===== src/rxf_pkg.sv =====
// Constants, types and field layouts for the receive frame filter.
// Assumes one core clock; a low-frequency tick enable marks sampling edges.
package rxf_pkg;
    localparam int DATA_W = 9;
    localparam int DIV_W = 15;
    localparam int FRAC_W = 8;
    localparam int POS_W = DIV_W + 5;
    localparam int BIT_W = 4;
    localparam int BUF_DEPTH_DEF = 2;
    localparam logic [POS_W-1:0] HALF_SHIFT = 20'h00001;

    // Frame format, address match, hold release and loopback configuration
    typedef struct packed {
        logic nine_bits;
        logic parity_en;
        logic parity_odd;
        logic two_stop;
        logic multidrop_enable;
        logic addr_bit_value;
        logic start_frame_unhold;
        logic internal_loop;
    } rx_cfg_t;

    // Frame as stored in the buffer
    typedef struct packed {
        logic parity_fault;
        logic frame_fault;
        logic [DATA_W-1:0] data;
    } rx_word_t;

    // One-cycle event pulses
    typedef struct packed {
        logic parity_fault;
        logic frame_fault;
        logic start_match_flag;
        logic signal_match_flag;
        logic addr_frame_flag;
        logic rx_overrun_flag;
    } rx_evt_t;

    typedef enum logic [1:0] {
        ST_IDLE,
        ST_RECV
    } rx_state_t;
endpackage


===== src/rx_frame_filter.sv =====
// Receive frame recognition: sampling, error checks, hold and matching.
// Assumes i_lf_tick pulses once per 32.768 kHz edge; pins are asynchronous.
`timescale 1ns/1ps
module rx_frame_filter #(
    parameter int BUF_DEPTH = rxf_pkg::BUF_DEPTH_DEF
) (
    input wire logic i_core_clk,
    input wire logic i_reset_n,
    input wire logic i_lf_tick,
    input wire logic i_rx_pin,
    input wire logic i_tx_pin,
    input wire logic i_rx_enable,
    input wire rxf_pkg::rx_cfg_t i_cfg,
    input wire logic [rxf_pkg::DIV_W-1:0] i_baud_divisor,
    input wire logic [rxf_pkg::DATA_W-1:0] i_start_match_pattern,
    input wire logic [rxf_pkg::DATA_W-1:0] i_signal_match_pattern,
    input wire logic i_hold_set_cmd,
    input wire logic i_hold_clear_cmd,
    input wire logic i_buf_pop,
    output logic o_receive_hold_flag,
    output logic o_rx_valid_flag,
    output rxf_pkg::rx_word_t o_rx_word,
    output rxf_pkg::rx_evt_t o_evt,
    output logic o_rx_on_status
);
    import rxf_pkg::*;

    localparam int CNT_W = $clog2(BUF_DEPTH + 1);
    localparam int PTR_W = (BUF_DEPTH > 1) ? $clog2(BUF_DEPTH) : 1;

    // ------------------------------------------------------------
    // Elaboration checks
    // ------------------------------------------------------------
    if (BUF_DEPTH < 1 || BUF_DEPTH > 16)
    begin : g_bad_depth
        $error("BUF_DEPTH must be 1 to 16");
    end

    // ------------------------------------------------------------
    // All state
    // ------------------------------------------------------------
    typedef struct packed {
        logic [1:0] rx_sync;
        logic [1:0] tx_sync;
        logic line_prev;
        rx_state_t state;
        logic [POS_W-1:0] cyc;
        logic [POS_W-1:0] target;
        logic [BIT_W-1:0] bit_idx;
        logic [DATA_W-1:0] shreg;
        logic par_acc;
        logic stop_bad;
        logic pend_valid;
        rx_word_t pend;
        logic [CNT_W-1:0] count;
        logic [PTR_W-1:0] rd_ptr;
        logic [PTR_W-1:0] wr_ptr;
        logic hold;
        logic valid;
        rx_word_t head;
        rx_evt_t evt;
        logic on;
    } st_t;

    st_t st_ff;
    st_t nxt_st;
    rx_word_t mem_ff [BUF_DEPTH];

    // Next pointer with wrap
    function automatic logic [PTR_W-1:0] ptr_inc(input logic [PTR_W-1:0] p);
        ptr_inc = (p == PTR_W'(BUF_DEPTH - 1)) ? '0 : PTR_W'(p + 1'b1);
    endfunction

    // Pattern compare, low eight bits only for eight-bit frames
    function automatic logic pat_eq(input logic [DATA_W-1:0] a,
                                    input logic [DATA_W-1:0] b,
                                    input logic nine);
        pat_eq = nine ? (a == b) : (a[DATA_W-2:0] == b[DATA_W-2:0]);
    endfunction

    // Sample cycle: floor(n*(1+d/256)+d/512), worked in 1/512 units
    function automatic logic [POS_W-1:0] samp_pos(input logic [BIT_W-1:0] n,
                                                  input logic [DIV_W-1:0] d);
        logic [POS_W-1:0] per;
        logic [POS_W-1:0] pos;
        per = POS_W'(d) + (POS_W'(1) << FRAC_W);
        pos = POS_W'((POS_W'(n) * per << 1) + POS_W'(d));
        samp_pos = pos >> (FRAC_W + 1);
    endfunction

    // Combinational values used by the next-state logic
    logic line_in;
    logic [BIT_W-1:0] last_idx;
    logic [BIT_W-1:0] data_end;
    logic buf_full;
    logic push;
    rx_word_t push_word;

    always_comb
    begin
        line_in = i_cfg.internal_loop ? st_ff.tx_sync[1] : st_ff.rx_sync[1];
    end

    // ------------------------------------------------------------
    // Next state
    // ------------------------------------------------------------
    always_comb
    begin
        logic frame_done;
        logic par_bad;
        logic err;
        logic start_m;
        logic sig_m;
        logic addr_m;
        logic take;
        logic popped;
        logic [DATA_W-1:0] fr;
        frame_done = 1'b0;
        par_bad = 1'b0;
        err = 1'b0;
        start_m = 1'b0;
        sig_m = 1'b0;
        addr_m = 1'b0;
        take = 1'b0;
        popped = 1'b0;
        fr = '0;
        push = 1'b0;
        push_word = '0;
        nxt_st = st_ff;
        nxt_st.evt = '0;
        nxt_st.rx_sync = {st_ff.rx_sync[0], i_rx_pin};
        nxt_st.tx_sync = {st_ff.tx_sync[0], i_tx_pin};
        nxt_st.on = i_rx_enable;
        buf_full = (st_ff.count == CNT_W'(BUF_DEPTH));

        // Hold commands, set wins over clear
        if (i_hold_clear_cmd)
            nxt_st.hold = 1'b0;
        if (i_hold_set_cmd)
            nxt_st.hold = 1'b1;

        // Pop the buffer head
        if (i_buf_pop && st_ff.count != '0)
        begin
            popped = 1'b1;
            nxt_st.rd_ptr = ptr_inc(st_ff.rd_ptr);
        end

        // Waiting frame moves in as soon as space exists
        if (st_ff.pend_valid && (!buf_full || popped))
        begin
            push = 1'b1;
            push_word = st_ff.pend;
            nxt_st.pend_valid = 1'b0;
        end

        // Receiver sequencing on slow-clock ticks
        if (!i_rx_enable)
            nxt_st.state = ST_IDLE;
        else if (i_lf_tick)
        begin
            nxt_st.line_prev = line_in;
            case (st_ff.state)
                ST_IDLE:
                    if (st_ff.line_prev && !line_in)
                    begin
                        nxt_st.state = ST_RECV;
                        nxt_st.cyc = POS_W'(1);
                        // A start sample due at cycle zero is this low level itself
                        if (samp_pos('0, i_baud_divisor) == '0)
                        begin
                            nxt_st.bit_idx = BIT_W'(1);
                            nxt_st.target = samp_pos(BIT_W'(1), i_baud_divisor);
                        end
                        else
                        begin
                            nxt_st.bit_idx = '0;
                            nxt_st.target = samp_pos('0, i_baud_divisor);
                        end
                        nxt_st.par_acc = i_cfg.parity_odd;
                        nxt_st.stop_bad = 1'b0;
                    end
                ST_RECV:
                begin
                    nxt_st.cyc = POS_W'(st_ff.cyc + 1'b1);
                    if (st_ff.cyc == st_ff.target)
                    begin
                        nxt_st.bit_idx = BIT_W'(st_ff.bit_idx + 1'b1);
                        nxt_st.target = samp_pos(BIT_W'(st_ff.bit_idx + 1'b1),
                                                 i_baud_divisor);
                        if (st_ff.bit_idx == '0)
                        begin
                            if (line_in)
                                nxt_st.state = ST_IDLE;
                        end
                        else if (st_ff.bit_idx <= data_end)
                        begin
                            nxt_st.shreg = {line_in, st_ff.shreg[DATA_W-1:1]};
                            nxt_st.par_acc = st_ff.par_acc ^ line_in;
                        end
                        else if (i_cfg.parity_en && st_ff.bit_idx == BIT_W'(data_end + 1'b1))
                            nxt_st.par_acc = st_ff.par_acc ^ line_in;
                        else
                        begin
                            if (!line_in)
                                nxt_st.stop_bad = 1'b1;
                            if (st_ff.bit_idx == last_idx)
                            begin
                                nxt_st.state = ST_IDLE;
                                frame_done = 1'b1;
                                par_bad = i_cfg.parity_en && st_ff.par_acc;
                                err = par_bad || nxt_st.stop_bad;
                            end
                        end
                    end
                end
                default:
                    nxt_st.state = ST_IDLE;
            endcase
        end

        // Completed frame: recognise, then load, hold back or drop
        if (frame_done)
        begin
            fr = i_cfg.nine_bits ? nxt_st.shreg : {1'b0, nxt_st.shreg[DATA_W-1:1]};
            start_m = !err && pat_eq(fr, i_start_match_pattern, i_cfg.nine_bits);
            sig_m = !err && pat_eq(fr, i_signal_match_pattern, i_cfg.nine_bits);
            addr_m = !err && i_cfg.multidrop_enable && i_cfg.nine_bits
                     && fr[DATA_W-1] == i_cfg.addr_bit_value;
            nxt_st.evt.start_match_flag = start_m;
            nxt_st.evt.signal_match_flag = sig_m;
            nxt_st.evt.addr_frame_flag = addr_m;
            if (start_m && i_cfg.start_frame_unhold)
                nxt_st.hold = 1'b0;
            // Hold sampled at this exact cycle decides loading
            take = !st_ff.hold || addr_m
                   || (start_m && i_cfg.start_frame_unhold);
            if (take)
            begin
                nxt_st.evt.parity_fault = par_bad;
                nxt_st.evt.frame_fault = nxt_st.stop_bad;
                if (!push && !buf_full || !push && popped)
                begin
                    push = 1'b1;
                    push_word = {par_bad, nxt_st.stop_bad, fr};
                end
                else
                begin
                    nxt_st.evt.rx_overrun_flag = nxt_st.pend_valid;
                    nxt_st.pend_valid = 1'b1;
                    nxt_st.pend = {par_bad, nxt_st.stop_bad, fr};
                end
            end
            else if (nxt_st.pend_valid)
                nxt_st.evt.rx_overrun_flag = 1'b1;
        end

        // Occupancy and status
        if (push)
            nxt_st.wr_ptr = ptr_inc(st_ff.wr_ptr);
        nxt_st.count = CNT_W'(st_ff.count + CNT_W'(push) - CNT_W'(popped));
        nxt_st.valid = (nxt_st.count != '0);
        nxt_st.head = (st_ff.count == '0 || (popped && st_ff.count == CNT_W'(1)))
                      ? push_word
                      : mem_ff[popped ? ptr_inc(st_ff.rd_ptr) : st_ff.rd_ptr];
    end

    always_comb
    begin
        // Last data bit, then parity if on, then one or two stop bits
        data_end = i_cfg.nine_bits ? BIT_W'(DATA_W) : BIT_W'(DATA_W - 1);
        last_idx = BIT_W'(data_end + BIT_W'(i_cfg.parity_en) + BIT_W'(1)
                   + BIT_W'(i_cfg.two_stop));
    end

    // ------------------------------------------------------------
    // Registers
    // ------------------------------------------------------------
    always_ff @(posedge i_core_clk)
    begin
        if (!i_reset_n)
        begin
            st_ff <= '0;
            st_ff.line_prev <= 1'b1;
            st_ff.rx_sync <= 2'h3;
            st_ff.tx_sync <= 2'h3;
        end
        else
            st_ff <= nxt_st;
        if (push)
            mem_ff[st_ff.wr_ptr] <= push_word;
    end

    assign o_receive_hold_flag = st_ff.hold;
    assign o_rx_valid_flag = st_ff.valid;
    assign o_rx_word = st_ff.head;
    assign o_evt = st_ff.evt;
    assign o_rx_on_status = st_ff.on;
endmodule


===== config.mk =====
export PLATFORM = sky130hd
export DESIGN_NAME = rx_frame_filter
export DESIGN_NICKNAME = d
export VERILOG_FILES = /design/src/rxf_pkg.sv /design/src/rx_frame_filter.sv
export SDC_FILE = /design/constraint.sdc
export NUM_CORES = 1
export LEC_CHECK = 0
export ABC_AREA = 1
export ABC_CLOCK_PERIOD_IN_PS = 5450
export BUFFER_PORTS_ARGS = -buffer_cell sky130_fd_sc_hd__buf_2
export CELL_PAD_IN_SITES_DETAIL_PLACEMENT = 1
export CELL_PAD_IN_SITES_GLOBAL_PLACEMENT = 2
export CORE_MARGIN = 2
export CORE_UTILIZATION = 31
export DETAILED_ROUTE_END_ITERATION = 10
export PLACE_DENSITY = 0.87
export SETUP_SLACK_MARGIN = 0.2
export SLEW_MARGIN = 10
export SYNTH_ARGS = -nofsm -noshare
export SYNTH_HDL_FRONTEND = slang
export SYNTH_SLANG_ARGS = --single-unit

===== constraint.sdc =====
create_clock -name i_core_clk -period 5.45 [get_ports i_core_clk]
set_input_delay 0.8175 -clock i_core_clk [delete_from_list [all_inputs] [get_ports i_core_clk]]
set_output_delay 0.8175 -clock i_core_clk [all_outputs]
set_load 0.02 [all_outputs]

==> impl_table.tex <==
\begin{tabular}{lr}
\hline
Metric & Value \\
\hline
\multicolumn{2}{l}{\textbf{Global route}} \\
\quad Pin count of the biggest net entering global routing & 45 \\
\quad Global-route wire length before repair & 43300 um \\
\quad Number of global-route vias before repair & 8805 \\
\quad Residual overflow from global routing & 0 \\
\quad GRT Total Usage & 0.174 \\
\quad Initial antenna violation count & 0 \\
\multicolumn{2}{l}{\textbf{Yosys}} \\
\quad Share of synthesized registers carrying an async set or reset & 0 \\
\quad Leading post-synthesis cells by cell area & dfxtp\_1 (20\%), nand2\_1 (12\%), inv\_1 (10\%) \\
\quad Distinct cell type count after synthesis & 58 \\
\quad Area fraction of the dominant cell type after synthesis & 0.196 \\
\quad Largest area contributor in the netlist & dfxtp\_1 \\
\quad Sequential-to-total area share from yosys stat & 0.270 \\
\quad Number of enable flip-flop cells after synthesis & 22 \\
\quad Post-Synthesis Net Count & 1455 \\
\quad Average instance area after synthesis & 6.81 um\^{}2 \\
\quad Warning count from the yosys run & 0 \\
\quad Synthesized instance count & 1318 \\
\quad Flip-flop and latch count after synthesis & 110 \\
\quad Cell area after technology mapping & 0.00897 mm\^{}2 \\
\quad Most used DFF post-synth & dfxtp\_1 \\
\multicolumn{2}{l}{\textbf{Worst setup path}} \\
\quad Worst setup slack for register-to-register paths & 0.52 ns \\
\quad Kind of end point of the critical path & flip-flop \\
\quad Data arrival, critical path & 5.16 ns \\
\quad Crit path top cell by count & inv\_1 \\
\quad Critical path's largest stage delay & 0.53 ns \\
\quad Worst-path cell with the longest stage delay & fa\_1 \\
\quad Reg-to-Reg Start & st\_ff[48] \\
\quad Critical Path RT & 5.68 ns \\
\quad Startpoint kind of the worst setup timing path & flip-flop \\
\quad Capturing point of the worst reg2reg path & st\_ff[61] \\
\quad Worst-case reg-to-reg path depth & 27 \\
\quad Crit path kind & reg2reg \\
\quad Top fanout value on the critical path & 7 \\
\multicolumn{2}{l}{\textbf{Finish}} \\
\quad Final Instance Area & 0.0103 mm\^{}2 \\
\quad Filler cell count in the final layout & 3645 \\
\quad Layout-stage area growth over the synthesis result & 14.7\% \\
\quad Area of the multi-input gates & 0.00555 mm\^{}2 \\
\quad Ratio of cells with drive above 1 in the final layout & 0.143 \\
\quad Sequential Area & 0.00243 mm\^{}2 \\
\quad Antenna cells & 0 \\
\quad Nets & 1520 \\
\multicolumn{2}{l}{\textbf{Drt}} \\
\quad Length of the first detailed-routing pass in iterations & 5 \\
\quad Routed wire per std cell & 14.8 um \\
\quad Post-DR vias/cell & 4.80 \\
\quad Total DRC errors in the routed layout & 0 \\
\quad Post-DRT Antenna Nets & 0 \\
\quad Overall via count from detail\_route & 8497 \\
\quad Iter 0 DRT Violations & 360 \\
\quad Routed Wire Length & 26200 um \\
\multicolumn{2}{l}{\textbf{Clock network}} \\
\quad TritonCTS clock tree & built \\
\quad TritonCTS Sinks & 110 \\
\quad H-tree levels & 3 \\
\quad Root buffer selected by CTS & clkbuf\_16 \\
\quad Number of buffers on the longest clock path & 2 \\
\quad Clock transition at the register clock pins on the worst setup and hold paths after CTS & 0.08 ns \\
\quad Worst-skew pair later-pin latency & 0.36 ns \\
\quad CTS Buf Count & 9 \\
\multicolumn{2}{l}{\textbf{STA}} \\
\quad Final count of pins violating max slew & 0 \\
\quad Unrepaired setup endpoints after global routing & no \\
\quad Highest clock frequency the design can meet & 203 MHz \\
\quad Relative slew slack & 0.612 \\
\quad Actual transition at the worst max-transition pin & 0.579 ns \\
\quad Hold violation count in the final report & 0 \\
\quad Fin Clk Skew & 0.0104 ns \\
\quad Number of failing setup endpoints in the final timing report & 0 \\
\quad Final clock period utilization by the worst path & 0.905 \\
\quad Final worst path period need & 4.93 ns \\
\multicolumn{2}{l}{\textbf{Min path}} \\
\quad Number of instances on the worst hold path & 1 \\
\quad Class of the most critical hold timing path & reg2reg \\
\quad Endpoint, Worst Hold & st\_ff[97] \\
\quad Startpoint of the worst hold path & nxt\_st[97] \\
\multicolumn{2}{l}{\textbf{Place}} \\
\quad HPWL reported at the end of detailed placement & 20600 um \\
\quad Final weighted congestion in routability-driven placement & 0.843 \\
\quad Port Buf Inserts & 69 \\
\quad Cell Area, Placed & 0.00969 mm\^{}2 \\
\multicolumn{2}{l}{\textbf{Floorplan}} \\
\quad Cell row count & 62 \\
\quad Total die area & 0.0303 mm\^{}2 \\
\quad Core Footprint & 0.0286 mm\^{}2 \\
\quad Starting density of the core & 0.314 \\
\quad Die X & 174 um \\
\quad I/O pin count & 70 \\
\quad Vertical die dimension & 174 um \\
\multicolumn{2}{l}{\textbf{Pwr}} \\
\quad Power, Total & 2.24 mW \\
\quad PD cells & 218 mW/mm\^{}2 \\
\quad Reported leakage power & 5.23 nW \\
\quad Peak supply drop & 0.000141 V \\
\multicolumn{2}{l}{\textbf{Status}} \\
\quad Run status & finished clean \\
\multicolumn{2}{l}{\textbf{Job}} \\
\quad Max-Cap Viols & 0 \\
\hline
\end{tabular}
-- final cells by class --
class	instances	area share
repair buffers	99	0.0562
clock buffers	9	0.0219
multi-input cells	910	0.539
well taps	384	0.0467
flip-flops and latches	110	0.236
clock inverters	7	0.00729
inverters	253	0.0925
-- power by group --
group / leakage, nW / total (mW) / internal [mW] / switching [mW]
logic: 4.22 / 0.721 / 0.266 / 0.456
registers: 0.871 / 0.844 / 0.836 / 0.00798
clock network: 0.145 / 0.676 / 0.328 / 0.348
total: 5.23 / 2.24 / 1.43 / 0.811
-- cells in the mapped netlist (3+ instances only) --
master,count
nand2_4,7
nand3b_1,7
xnor2_1,10
nor2_2,4
nor4_1,5
a21boi_0,3
a31oi_1,7
a221oi_1,5
ha_1,59
nand4_1,21
nor2_1,163
a21oi_1,72
a21o_1,6
edfxtp_1,22
inv_2,7
nand2_1,292
buf_4,18
inv_1,244
or2_2,10
clkbuf_1,20
nor2_4,3
nand3_1,55
nor3_1,14
nand2_2,10
o21bai_1,3
dfxtp_1,88
o31ai_1,11
xor2_1,19
buf_2,3
fa_1,28
o21ai_0,52
a211oi_1,13
nand3_2,6
-- repair_timing --
item,CTS,global route
hold buffers,0,0
setup buffers,4,7
gates resized for setup,11,34
pin swaps,2,9
setup endpoints to repair,5,6
-- critical path, delay by kind of cell, from the launching register on --
kind / cells / cell delay [ns]
AOI/OAI and AO/OA: 6 / 0.94
xor gates and xnor gates: 2 / 0.38
adders and majority gates: 5 / 1.93
buffers and inverters: 7 / 0.62
DFF: 1 / 0.37
and+or+nand+nor: 7 / 0.56
-- cell usage in the layout (no fill, tap or decap), types with 4 or more instances in the layout --
| master | count |
|---|---|
| clkbuf_16 | 9 |
| a221oi_1 | 4 |
| nand3_1 | 53 |
| inv_1 | 242 |
| a21oi_1 | 67 |
| xnor2_1 | 9 |
| a211oi_1 | 13 |
| fa_1 | 27 |
| nor2_1 | 161 |
| dfxtp_1 | 85 |
| nand4_1 | 21 |
| nand2_1 | 290 |
| nand2_2 | 12 |
| o31ai_1 | 11 |
| nor3_1 | 14 |
| ha_1 | 51 |
| nand3_2 | 8 |
| nand2_4 | 7 |
| inv_2 | 9 |
| buf_4 | 28 |
| xor2_1 | 17 |
| ha_4 | 7 |
| buf_2 | 69 |
| a21o_1 | 6 |
| a21oi_2 | 5 |
| o21ai_0 | 50 |
| nor4_1 | 5 |
| nand3b_1 | 7 |
| edfxtp_1 | 22 |
| a31oi_1 | 5 |
| or2_2 | 10 |
| nor2_2 | 6 |
-- flip-flops by register name, indices dropped and copies added, names as in the netlist --
signal and cells:
o_rx_word 11, st_ff 66, nxt_st 2, mem_ff 22, o_rx_on_status 1, o_evt 6, o_receive_hold_flag 1, o_rx_valid_flag 1
-- logic make-up (layout without fill, tap and decap cells) --
kind of cell / after synthesis / count (layout) / synth area share
AOI/OAI and AO/OA: 193 / 193 / 0.128
and+or+nand+nor: 601 / 601 / 0.294
buffers and inverters: 298 / 368 / 0.135
DFF: 110 / 110 / 0.270
xor gates and xnor gates: 29 / 29 / 0.0283
adders and majority gates: 87 / 87 / 0.145
-- layer usage --
metal | vias to the layer above | global-route usage | share of wire
met4 | 0 | 0.0259 | 0.010
met2 | 98 | 0.314 | 0.49
met3 | 23 | 0.0241 | 0.024
met5 | - | 0 | 0
li1 | 4294 | - | -
met1 | 4082 | 0.225 | 0.48
-- per-stage QoR --
step	TNS [ns]	utilization	hold WS (ns)	setup WS, ns	std cells
CTS	0	0.351	0.425	0.202	1765
floorplan	0	-	0.393	0.206	1318
global route	0	0.360	0.439	0.186	1772
detailed placement	-0.107	0.338	0.406	-0.0950	1745
finish	0	0.360	0.423	0.519	1772
global placement	0	0.338	0.396	0.105	1745
-- worst max-delay path by stage --
stage,from,end,slack [ns]
after global routing,st_ff[48],st_ff[61],0.19
final,st_ff[48],st_ff[61],0.52
after detailed placement,i_baud_divisor[1],st_ff[61],-0.09
after CTS,st_ff[47],st_ff[61],0.20
after floorplan,st_ff[47],st_ff[61],0.21
after global placement,i_baud_divisor[1],st_ff[61],0.11
Power figures use the tool's default switching activity.
